`src/hdl/irsm_pkg.sv`:
```
// irsm_pkg: shared constants of the on-chip radio serial port.
// assumes: both link ends and the register port import this package.
package irsm_pkg;

  // register addresses on the device register port (special-register map)
  localparam logic [7:0] IRSM_ADDR_CFG  = 8'h84; // serial_port_configuration
  localparam logic [7:0] IRSM_ADDR_RATE = 8'h85; // serial_clock_rate
  localparam logic [7:0] IRSM_ADDR_DATA = 8'h86; // serial_port_data
  localparam logic [7:0] IRSM_ADDR_CTRL = 8'hb0; // serial_port_control
  localparam logic [3:0] IRSM_REG_PAGE  = 4'h0;  // page of all four

  // configuration field positions
  localparam int IRSM_CFG_BUSY  = 7; // transfer_in_progress
  localparam int IRSM_CFG_MASTER_OPERATION_ENABLE = 6; // master_operation_enable
  localparam int IRSM_CFG_CLOCK_PHASE_SELECT = 5; // clock_phase_select
  localparam int IRSM_CFG_CLOCK_IDLE_POLARITY = 4; // clock_idle_polarity

  // control field positions
  localparam int IRSM_CTL_DONE  = 7; // transfer_complete_flag
  localparam int IRSM_CTL_WCOL  = 6; // write_collision_flag
  localparam int IRSM_CTL_MODF  = 5; // mode_fault_flag
  localparam int IRSM_CTL_RSV   = 4; // reserved, stored as written
  localparam int IRSM_CTL_SSM_H = 3; // slave_select_mode msb
  localparam int IRSM_CTL_SSM_L = 2; // slave_select_mode lsb
  localparam int IRSM_CTL_TXBMT = 1; // transmit_buffer_empty
  localparam int IRSM_CTL_EN    = 0; // port_enable

  // reset values
  localparam logic [7:0] IRSM_CTRL_RST = 8'h06;
  localparam logic [7:0] IRSM_RATE_RST = 8'h00;
  localparam logic [7:0] IRSM_DATA_RST = 8'h00;

  // slave-select mode that arms the mode-fault detector
  localparam logic [1:0] IRSM_SSM_FAULT = 2'h1;

  // bits in a byte, last bit index
  localparam logic [2:0] IRSM_LAST_BIT = 3'h7;

endpackage

```
`src/hdl/irsm_link_if.sv`:
```
// irsm_link_if: the serial link between port master and radio slave.
// assumes: one system clock; the master makes the serial clock itself.
`timescale 1ns/1ps
interface irsm_link_if;
  logic sck;   // serial clock, made by the master
  logic mosi;  // master to radio data
  logic miso;  // radio to master data
  logic sel_n; // radio select, active low

  modport master
  (
    output sck,
    output mosi,
    output sel_n,
    input  miso
  );

  modport radio
  (
    input  sck,
    input  mosi,
    input  sel_n,
    output miso
  );
endinterface

```
`src/hdl/irsm_master_end.sv`:
```
// irsm_master_end: 8-bit serial port master with its register file.
// assumes: software on a plain register port (address, write data,
// write strobe, read strobe, read data one cycle later); the radio on
// the link keeps mode 0 and the same clock.
//
// How it works
// - four registers: control, data, configuration, rate
// - configuration register at 0x84, page 0
// - configuration bit 7 shows transfer busy
// - configuration bit 6 enables master operation
// - bit 5 centres data on first/second edge
// - bit 4 sets serial clock idle level
// - configuration bits 3:0 read zero, writes ignored
// - miso sampled one clock before bit end
// - control register at 0xb0, page 0
// - transfer end sets complete flag
// - set flags raise the interrupt request
// - flags cleared only by software writes
// - data write while busy sets collision
// - mode fault on select low, master, mode 01
// - software writes zero to control bit 4
// - software keeps slave-select mode at 00
// - accepted data write clears transmit-buffer-empty
// - move to shifter sets transmit-buffer-empty
// - data write loads buffer, starts when idle
// - msb first; full byte to receive buffer
// - serial clock is clock / (2*(rate+1))
// - colliding write discarded, buffer unchanged
`timescale 1ns/1ps
module irsm_master_end
  import irsm_pkg::*;
(
  input  wire logic       clock_i,    // system clock, 100 MHz
  input  wire logic       srst_i,     // synchronous reset, high
  input  wire logic [7:0] addr_i,     // register address
  input  wire logic [7:0] wdata_i,    // write data
  input  wire logic       wr_i,       // write strobe
  input  wire logic       rd_i,       // read strobe
  output logic      [7:0] rdata_o,    // read data, cycle after rd_i
  input  wire logic       select_n_i, // radio select level from user
  output logic            irq_o,      // interrupt request level
  irsm_link_if.master     link        // serial link
);
  import irsm_pkg::*;

  ////////////////////////////////////////////////////////////////////////
  // register state
  logic       master_operation_enable_ff;  // master enable
  logic       clock_phase_select_ff;  // clock phase
  logic       clock_idle_polarity_ff;  // clock idle level
  logic       done_ff;   // transfer complete flag
  logic       wcol_ff;   // write collision flag
  logic       modf_ff;   // mode fault flag
  logic       rsv_ff;    // reserved control bit, as written
  logic [1:0] ssm_ff;    // slave-select mode
  logic       txbmt_ff;  // transmit buffer empty
  logic       en_ff;     // port enable
  logic [7:0] rate_ff;   // clock divider value
  logic [7:0] txbuf_ff;  // transmit buffer
  logic [7:0] rxbuf_ff;  // receive buffer
  logic [7:0] rdata_ff;  // read answer

  // shift engine state
  logic       busy_ff;   // transfer running
  logic [7:0] cnt_ff;    // half-bit divider count
  logic       half_ff;   // 0 first half of bit, 1 second
  logic [2:0] bit_ff;    // bit index in byte
  logic [7:0] shift_ff;  // shift register
  logic       sck_ff;    // serial clock pin
  logic       mosi_ff;   // data out pin

  // next values of the engine
  logic       nxt_busy;
  logic [7:0] nxt_cnt;
  logic       nxt_half;
  logic [2:0] nxt_bit;
  logic [7:0] nxt_shift;
  logic       start;     // buffer moves to shifter
  logic       finish;    // last bit sampled
  logic       run_ok;    // port may transfer

  // decoded software strobes
  logic       wr_cfg;
  logic       wr_ctl;
  logic       wr_rate;
  logic       wr_data;
  logic       collide;   // data write refused
  logic       fault;     // mode fault condition

  assign wr_cfg  = wr_i && addr_i == IRSM_ADDR_CFG;
  assign wr_ctl  = wr_i && addr_i == IRSM_ADDR_CTRL;
  assign wr_rate = wr_i && addr_i == IRSM_ADDR_RATE;
  assign wr_data = wr_i && addr_i == IRSM_ADDR_DATA && en_ff;
  assign run_ok  = en_ff && master_operation_enable_ff;

  // busy or buffer still full refuses the byte
  assign collide = wr_data && (busy_ff || !txbmt_ff);
  // master collision with select pulled low
  assign fault   = !select_n_i && master_operation_enable_ff && ssm_ff == IRSM_SSM_FAULT;

  ////////////////////////////////////////////////////////////////////////
  // configuration register
  // software sets master enable
  always_ff @(posedge clock_i)
  begin
    if (srst_i)
    begin
      master_operation_enable_ff <= 1'b0;
      clock_phase_select_ff <= 1'b0;
      clock_idle_polarity_ff <= 1'b0;
    end
    else if (wr_cfg)
    begin
      master_operation_enable_ff <= wdata_i[IRSM_CFG_MASTER_OPERATION_ENABLE];
      clock_phase_select_ff <= wdata_i[IRSM_CFG_CLOCK_PHASE_SELECT];
      clock_idle_polarity_ff <= wdata_i[IRSM_CFG_CLOCK_IDLE_POLARITY];
    end
  end

  // plain control fields and rate
  always_ff @(posedge clock_i)
  begin
    if (srst_i)
    begin
      rsv_ff  <= IRSM_CTRL_RST[IRSM_CTL_RSV];
      ssm_ff  <= IRSM_CTRL_RST[IRSM_CTL_SSM_H:IRSM_CTL_SSM_L];
      en_ff   <= IRSM_CTRL_RST[IRSM_CTL_EN];
      rate_ff <= IRSM_RATE_RST;
    end
    else
    begin
      // mode field kept as written, only 01 has an effect
      if (wr_ctl)
      begin
        rsv_ff <= wdata_i[IRSM_CTL_RSV];
        ssm_ff <= wdata_i[IRSM_CTL_SSM_H:IRSM_CTL_SSM_L];
        en_ff  <= wdata_i[IRSM_CTL_EN];
      end
      if (wr_rate)
        rate_ff <= wdata_i;
    end
  end

  // sticky flags: a hardware set beats a software clear in the same cycle
  // only a control write clears a flag
  always_ff @(posedge clock_i)
  begin
    if (srst_i)
    begin
      done_ff <= IRSM_CTRL_RST[IRSM_CTL_DONE];
      wcol_ff <= IRSM_CTRL_RST[IRSM_CTL_WCOL];
      modf_ff <= IRSM_CTRL_RST[IRSM_CTL_MODF];
    end
    else
    begin
      done_ff <= finish  | (wr_ctl ? wdata_i[IRSM_CTL_DONE] : done_ff);
      wcol_ff <= collide | (wr_ctl ? wdata_i[IRSM_CTL_WCOL] : wcol_ff);
      modf_ff <= fault   | (wr_ctl ? wdata_i[IRSM_CTL_MODF] : modf_ff);
    end
  end

  // any set flag requests service; the cpu gates it
  assign irq_o = done_ff | wcol_ff | modf_ff;

  // transmit buffer and its empty flag
  always_ff @(posedge clock_i)
  begin
    if (srst_i)
    begin
      txbuf_ff <= IRSM_DATA_RST;
      txbmt_ff <= IRSM_CTRL_RST[IRSM_CTL_TXBMT];
    end
    else if (wr_data && !collide)
    begin
      // accepted byte waits in the buffer
      txbuf_ff <= wdata_i;
      txbmt_ff <= 1'b0;
    end
    else if (start)
      txbmt_ff <= 1'b1;
    // a refused write leaves the buffer alone
  end

  ////////////////////////////////////////////////////////////////////////
  // shift engine, computed as next values so pins come from flops
  // start as soon as the shifter is free
  assign start = !busy_ff && !txbmt_ff && run_ok;

  always_comb
  begin
    nxt_busy  = busy_ff;
    nxt_cnt   = cnt_ff;
    nxt_half  = half_ff;
    nxt_bit   = bit_ff;
    nxt_shift = shift_ff;
    finish    = 1'b0;
    if (!run_ok)
    begin
      // disabling aborts and parks the clock
      nxt_busy = 1'b0;
      nxt_cnt  = 8'h00;
      nxt_half = 1'b0;
    end
    else if (start)
    begin
      nxt_busy  = 1'b1;
      nxt_cnt   = 8'h00;
      nxt_half  = 1'b0;
      nxt_bit   = 3'h0;
      nxt_shift = txbuf_ff;
    end
    else if (busy_ff)
    begin
      if (cnt_ff == rate_ff)
      begin
        nxt_cnt  = 8'h00;
        nxt_half = !half_ff;
        if (half_ff)
        begin
          // last clock of the bit takes miso
          nxt_shift = {shift_ff[6:0], link.miso};
          nxt_bit   = bit_ff + 3'h1;
          if (bit_ff == IRSM_LAST_BIT)
          begin
            nxt_busy = 1'b0;
            finish   = 1'b1;
          end
        end
      end
      else
        nxt_cnt = cnt_ff + 8'h01;
    end
  end

  // engine registers
  always_ff @(posedge clock_i)
  begin
    if (srst_i)
    begin
      busy_ff  <= 1'b0;
      cnt_ff   <= 8'h00;
      half_ff  <= 1'b0;
      bit_ff   <= 3'h0;
      shift_ff <= IRSM_DATA_RST;
    end
    else
    begin
      busy_ff  <= nxt_busy;
      cnt_ff   <= nxt_cnt;
      half_ff  <= nxt_half;
      bit_ff   <= nxt_bit;
      shift_ff <= nxt_shift;
    end
  end

  // pin flops: loaded from the next values, so they change with the engine, aligned with each other
  // idle level follows polarity
  // phase picks the active half of the bit
  always_ff @(posedge clock_i)
  begin
    if (srst_i)
    begin
      sck_ff  <= 1'b0;
      mosi_ff <= 1'b0;
    end
    else
    begin
      sck_ff  <= clock_idle_polarity_ff ^ (nxt_busy & (clock_phase_select_ff ? !nxt_half : nxt_half));
      mosi_ff <= nxt_shift[7];
    end
  end

  assign link.sck   = sck_ff;
  assign link.mosi  = mosi_ff;
  assign link.sel_n = select_n_i;

  // completed byte to the receive buffer
  always_ff @(posedge clock_i)
  begin
    if (srst_i)
      rxbuf_ff <= IRSM_DATA_RST;
    else if (finish)
      rxbuf_ff <= {shift_ff[6:0], link.miso};
  end

  ////////////////////////////////////////////////////////////////////////
  // read port, answer one cycle after the strobe
  // four readable registers
  always_ff @(posedge clock_i)
  begin
    if (srst_i)
      rdata_ff <= 8'h00;
    else if (rd_i)
    begin
      case (addr_i)
        IRSM_ADDR_CFG:  rdata_ff <= {busy_ff, master_operation_enable_ff, clock_phase_select_ff,
                                     clock_idle_polarity_ff, 4'h0};
        IRSM_ADDR_CTRL: rdata_ff <= {done_ff, wcol_ff, modf_ff, rsv_ff,
                                     ssm_ff, txbmt_ff, en_ff};
        IRSM_ADDR_RATE: rdata_ff <= rate_ff;
        IRSM_ADDR_DATA: rdata_ff <= rxbuf_ff;
        default:        rdata_ff <= 8'h00; // unmapped reads zero
      endcase
    end
    else
      rdata_ff <= 8'h00;
  end

  assign rdata_o = rdata_ff;
endmodule

```
`src/flat_wrapper.sv`:
```
// flat-port wrapper written by rule: the top's interface ports become plain ports
module irsm_master_end_flat import irsm_pkg::*;
  (clock_i, srst_i, addr_i, wdata_i, wr_i, rd_i, rdata_o, select_n_i, irq_o, link_sck, link_mosi, link_sel_n, link_miso);
  irsm_link_if link_i ();
  input  wire logic clock_i;
  input  wire logic srst_i;
  input  wire logic [7:0] addr_i;
  input  wire logic [7:0] wdata_i;
  input  wire logic wr_i;
  input  wire logic rd_i;
  output logic      [7:0] rdata_o;
  input  wire logic select_n_i;
  output logic irq_o;
  output wire logic [$bits(link_i.sck)-1:0] link_sck;
  output wire logic [$bits(link_i.mosi)-1:0] link_mosi;
  output wire logic [$bits(link_i.sel_n)-1:0] link_sel_n;
  input wire logic [$bits(link_i.miso)-1:0] link_miso;
  assign link_sck = link_i.sck;
  assign link_mosi = link_i.mosi;
  assign link_sel_n = link_i.sel_n;
  assign link_i.miso = link_miso;
  irsm_master_end u_core (.clock_i(clock_i), .srst_i(srst_i), .addr_i(addr_i), .wdata_i(wdata_i), .wr_i(wr_i), .rd_i(rd_i), .rdata_o(rdata_o), .select_n_i(select_n_i), .irq_o(irq_o), .link(link_i));
endmodule
```
`config.mk`:
```
export PLATFORM = sky130hd
export DESIGN_NAME = irsm_master_end_flat
export DESIGN_NICKNAME = d
export VERILOG_FILES = /design/src/hdl/irsm_pkg.sv /design/src/hdl/irsm_link_if.sv /design/src/hdl/irsm_master_end.sv /design/src/flat_wrapper.sv
export SDC_FILE = /design/constraint.sdc
export NUM_CORES = 1
export LEC_CHECK = 0
export ABC_CLOCK_PERIOD_IN_PS = 2250
export BUFFER_PORTS_ARGS = -buffer_cell sky130_fd_sc_hd__buf_4
export CELL_PAD_IN_SITES_DETAIL_PLACEMENT = 0
export CELL_PAD_IN_SITES_GLOBAL_PLACEMENT = 2
export CORE_ASPECT_RATIO = 1.4
export CORE_MARGIN = 4
export CORE_UTILIZATION = 36
export CTS_CLUSTER_DIAMETER = 60
export DETAILED_ROUTE_END_ITERATION = 10
export PLACE_DENSITY_LB_ADDON = 0.1
export RECOVER_POWER = 50
export SETUP_SLACK_MARGIN = 0.3
export SKIP_LAST_GASP = 1
export SYNTH_ARGS = -nofsm -noshare
export SYNTH_HDL_FRONTEND = slang
export SYNTH_SLANG_ARGS = --single-unit
```
`constraint.sdc`:
```
create_clock -name clock_i -period 2.25 [get_ports clock_i]
set_clock_uncertainty 0.1 [all_clocks]
set_input_delay 0 -clock clock_i [delete_from_list [all_inputs] [get_ports clock_i]]
set_output_delay 0 -clock clock_i [all_outputs]
set_load 0.1 [all_outputs]
```
==> results.cfg <==
[cts]
clkLatencyLatePin_ns = 0.35
cts_buffers = 9
cts_buffer_depth = 2
htree_levels = 3
root_buffer = clkbuf_8
path_clk_slew_ns = 0.08
clkSinkCount = 65
cts_tree = done
postCtsSetupRepairBufs = 0

[grt]
grt_use_total_pct = 16.6
grt_first_pass_wirelength_um = 12400
grt_pass1_vias = 2288
antenna_found_initial = 0
grt_max_degree = 53
overflow = 0

[placement]
io_buffers = 33
dp.cells = 435
gp_congestion = 0.784
hpwl_um = 5510

[layout]
fin_cells = 465
final_nets = 385
syn2layout_area_growth_pct = 24.2
drive_gt1_share_pct = 18.9
nFillCells = 806
antenna_cells = 0

[yosys]
synth_edf_count = 0
syn_inst = 313
ys_seq_area_share_pct = 44.8
synthTopCellsByCount = dfxtp_1, nor2_1, mux2i_1
async_reset_ff_share_pct = 0
yosys.area.top_type = dfxtp_1
synthDistinctLibCells = 42
synthesis.area_um2 = 2900
ys.flop_type = dfxtp_1
ys_ff_latch = 65
synth_fp_nets = 338
ys.warnings.count = 0
yosysTopAreaCellShare_pct = 44.8
synth_area_leaders = dfxtp_1, mux2i_1, nor2_1, xnor2_1, a21oi_1
syn_avg_cell_area_um2 = 9.27

[timing]
hold_viol = 0
tns_ns = 0
fmax_mhz = 520
max_slew.worst_pin.slew_ns = 1.17
slew_violations = 0
timing.slew.headroom_pct = 22.3
rsz0062_at_grt = true
min_period_ns = 1.92
finalCritPeriodShare_pct = 85.4
setup_viol = 0

[die]
die_w_um = 83.9
start_util_pct = 37.2
die_area_um2 = 9580
pin_count = 34
rows = 38
core_area_um2 = 7800
die-height_um = 114

[routing]
vias = 2318
drc = 0
viasPerCell = 4.98
wl_per_cell_um = 16.4
ant_nets = 0
drtPass1Iterations = 4
drt_iter0_markers = 120
routed_wl_um = 7600

[critical_path]
rr_startpoint = u_core.cnt_ff[5]$_SDFFE_PP0P_
rrSetupSlack_ns = 0.33
cp_data_arrival_time_ns = 2.06
critPathLaunch = u_core.cnt_ff[5]$_SDFFE_PP0P_
worstSetupPathType = reg2reg
worstPathMaxFanout = 4
required_ns = 2.39
critPathLaunchType = flip-flop
cp-end-kind = flip-flop

[pwr]
intPower_w = 0.00174
p_sw_share_pct = 23.7
seqPwrFrac_pct = 50.4
leakage_nw = 1.42
p_clk_share_pct = 44.8
total_power_w = 0.00228
power_density_nw_per_um2 = 633
combPwrFrac_pct = 4.7
netSwitchingPower_w = 0.000542
irDropWorstVdd_uv = 388

[worst_hold_path]
worstHoldStart = srst_i
hold_path.class = in2reg

[status]
status = completed

[flow_run]
maxCapViolations = 0
==> layout make-up <==
class | instances | area [um2] | area share (%)
multi-input combinational | 227 | 1540 | 42.7
sequential | 65 | 1320 | 36.5
timing repair buffer | 55 | 413 | 11.5
clock buffer | 10 | 138 | 3.82
tap | 100 | 125 | 3.47
clock inverter | 6 | 66.3 | 1.84
inverter | 2 | 7.51 | 0.208
==> final timing paths <==
path | to | cells after the start
worst max-delay path | u_core.link.sck$_SDFF_PP0_ | 6
worst min-delay path | u_core.clock_idle_polarity_ff$_SDFFE_PP0P_ | 2
worst max register to register | u_core.link.sck$_SDFF_PP0_ | 6
worst min register to register | u_core.rsv_ff$_SDFFE_PP0P_ | 2
==> placed cells by master (no fill, tap or decap), drive strengths merged, types with 3 or more instances in the layout <==
cell type,netlist,routed
a22oi,6,6
nor2b,7,7
a21oi,15,15
mux2i,46,46
nor2,66,66
o21ai,3,3
or3,3,3
a211oi,8,8
ha,3,3
nor3,4,4
dlygate4sd3,0,14
nand3,11,11
nand4,6,6
clkinvlp,0,3
buf,9,27
clkbuf,10,24
xor2,4,4
nand2,13,13
and3,4,4
xnor2,11,11
inv,2,3
dfxtp,65,65
==> kinds of logic (layout without fill, tap and decap cells) <==
group	after synthesis	in the layout	share of synthesized area (%)
AOI/OAI and AO/OA	41	41	9.40
xor gates and xnor gates	15	15	4.53
adders and majority gates	3	3	1.29
buffers and inverters	21	73	3.36
DFF	65	65	44.8
muxes	47	47	16.3
and+or+nand+nor	121	121	20.3
==> stage by stage <==
step	hold slack, ns	setup WS (ns)	util, %	cell area, um2
final	0.00321	0.328	46.2	3600
after detailed placement	0.164	0.350	41.8	3260
after floorplan	0.0439	0.429	-	2900
after CTS	0.0169	0.325	46.2	3610
after global routing	0.0204	0.187	46.2	3600
after global placement	0.154	0.355	41.8	3260
==> worst max-delay path, stage by stage (launching register included) <==
cell     delay, ns
dfxtp_1       0.39
xnor2_1       0.11
and4_1        0.22
a311o_1       0.35
a21o_1        0.18
a21oi_2       0.14
mux2_1        0.32
==> power by group through the flow <==
stage | registers, W | logic (W) | clock network (W)
2_1_floorplan | 0.00118 | 0.0000444 | 0
3_3_place_gp | 0.00118 | 0.0000954 | 0
3_5_place_dp | 0.00118 | 0.0000947 | 0
4_1_cts | 0.00115 | 0.000112 | 0.00105
5_1_grt | 0.00115 | 0.000117 | 0.00110
6_report | 0.00115 | 0.000108 | 0.00102
==> repair_timing <==
item | 4_1_cts | 5_1_grt
resized for setup | 0 | 20
hold buffers | 14 | 0
endpoints found under the setup margin | 0 | 22
endpoints found under the hold margin | 28 | 0
==> sequential cells by signal, summed over array words and instances (netlist names), 2 cells and up <==
register	count
u_core.rxbuf_ff	8
u_core.shift_ff	7
u_core.ssm_ff	2
u_core.rdata_o	8
u_core.cnt_ff	8
u_core.txbuf_ff	8
u_core.bit_ff	3
u_core.rate_ff	8
==> metal layers <==
metal	vias up	routed length [um]	GRT usage, %	share of wire [%]
met3	10	233	3.67	3.1
li1	1190	-	-	-
met5	-	0	0	0
met4	0	144	5.79	1.9
met1	1084	3320	20.0	44
met2	34	3910	29.1	51
Power figures use the tool's default switching activity.
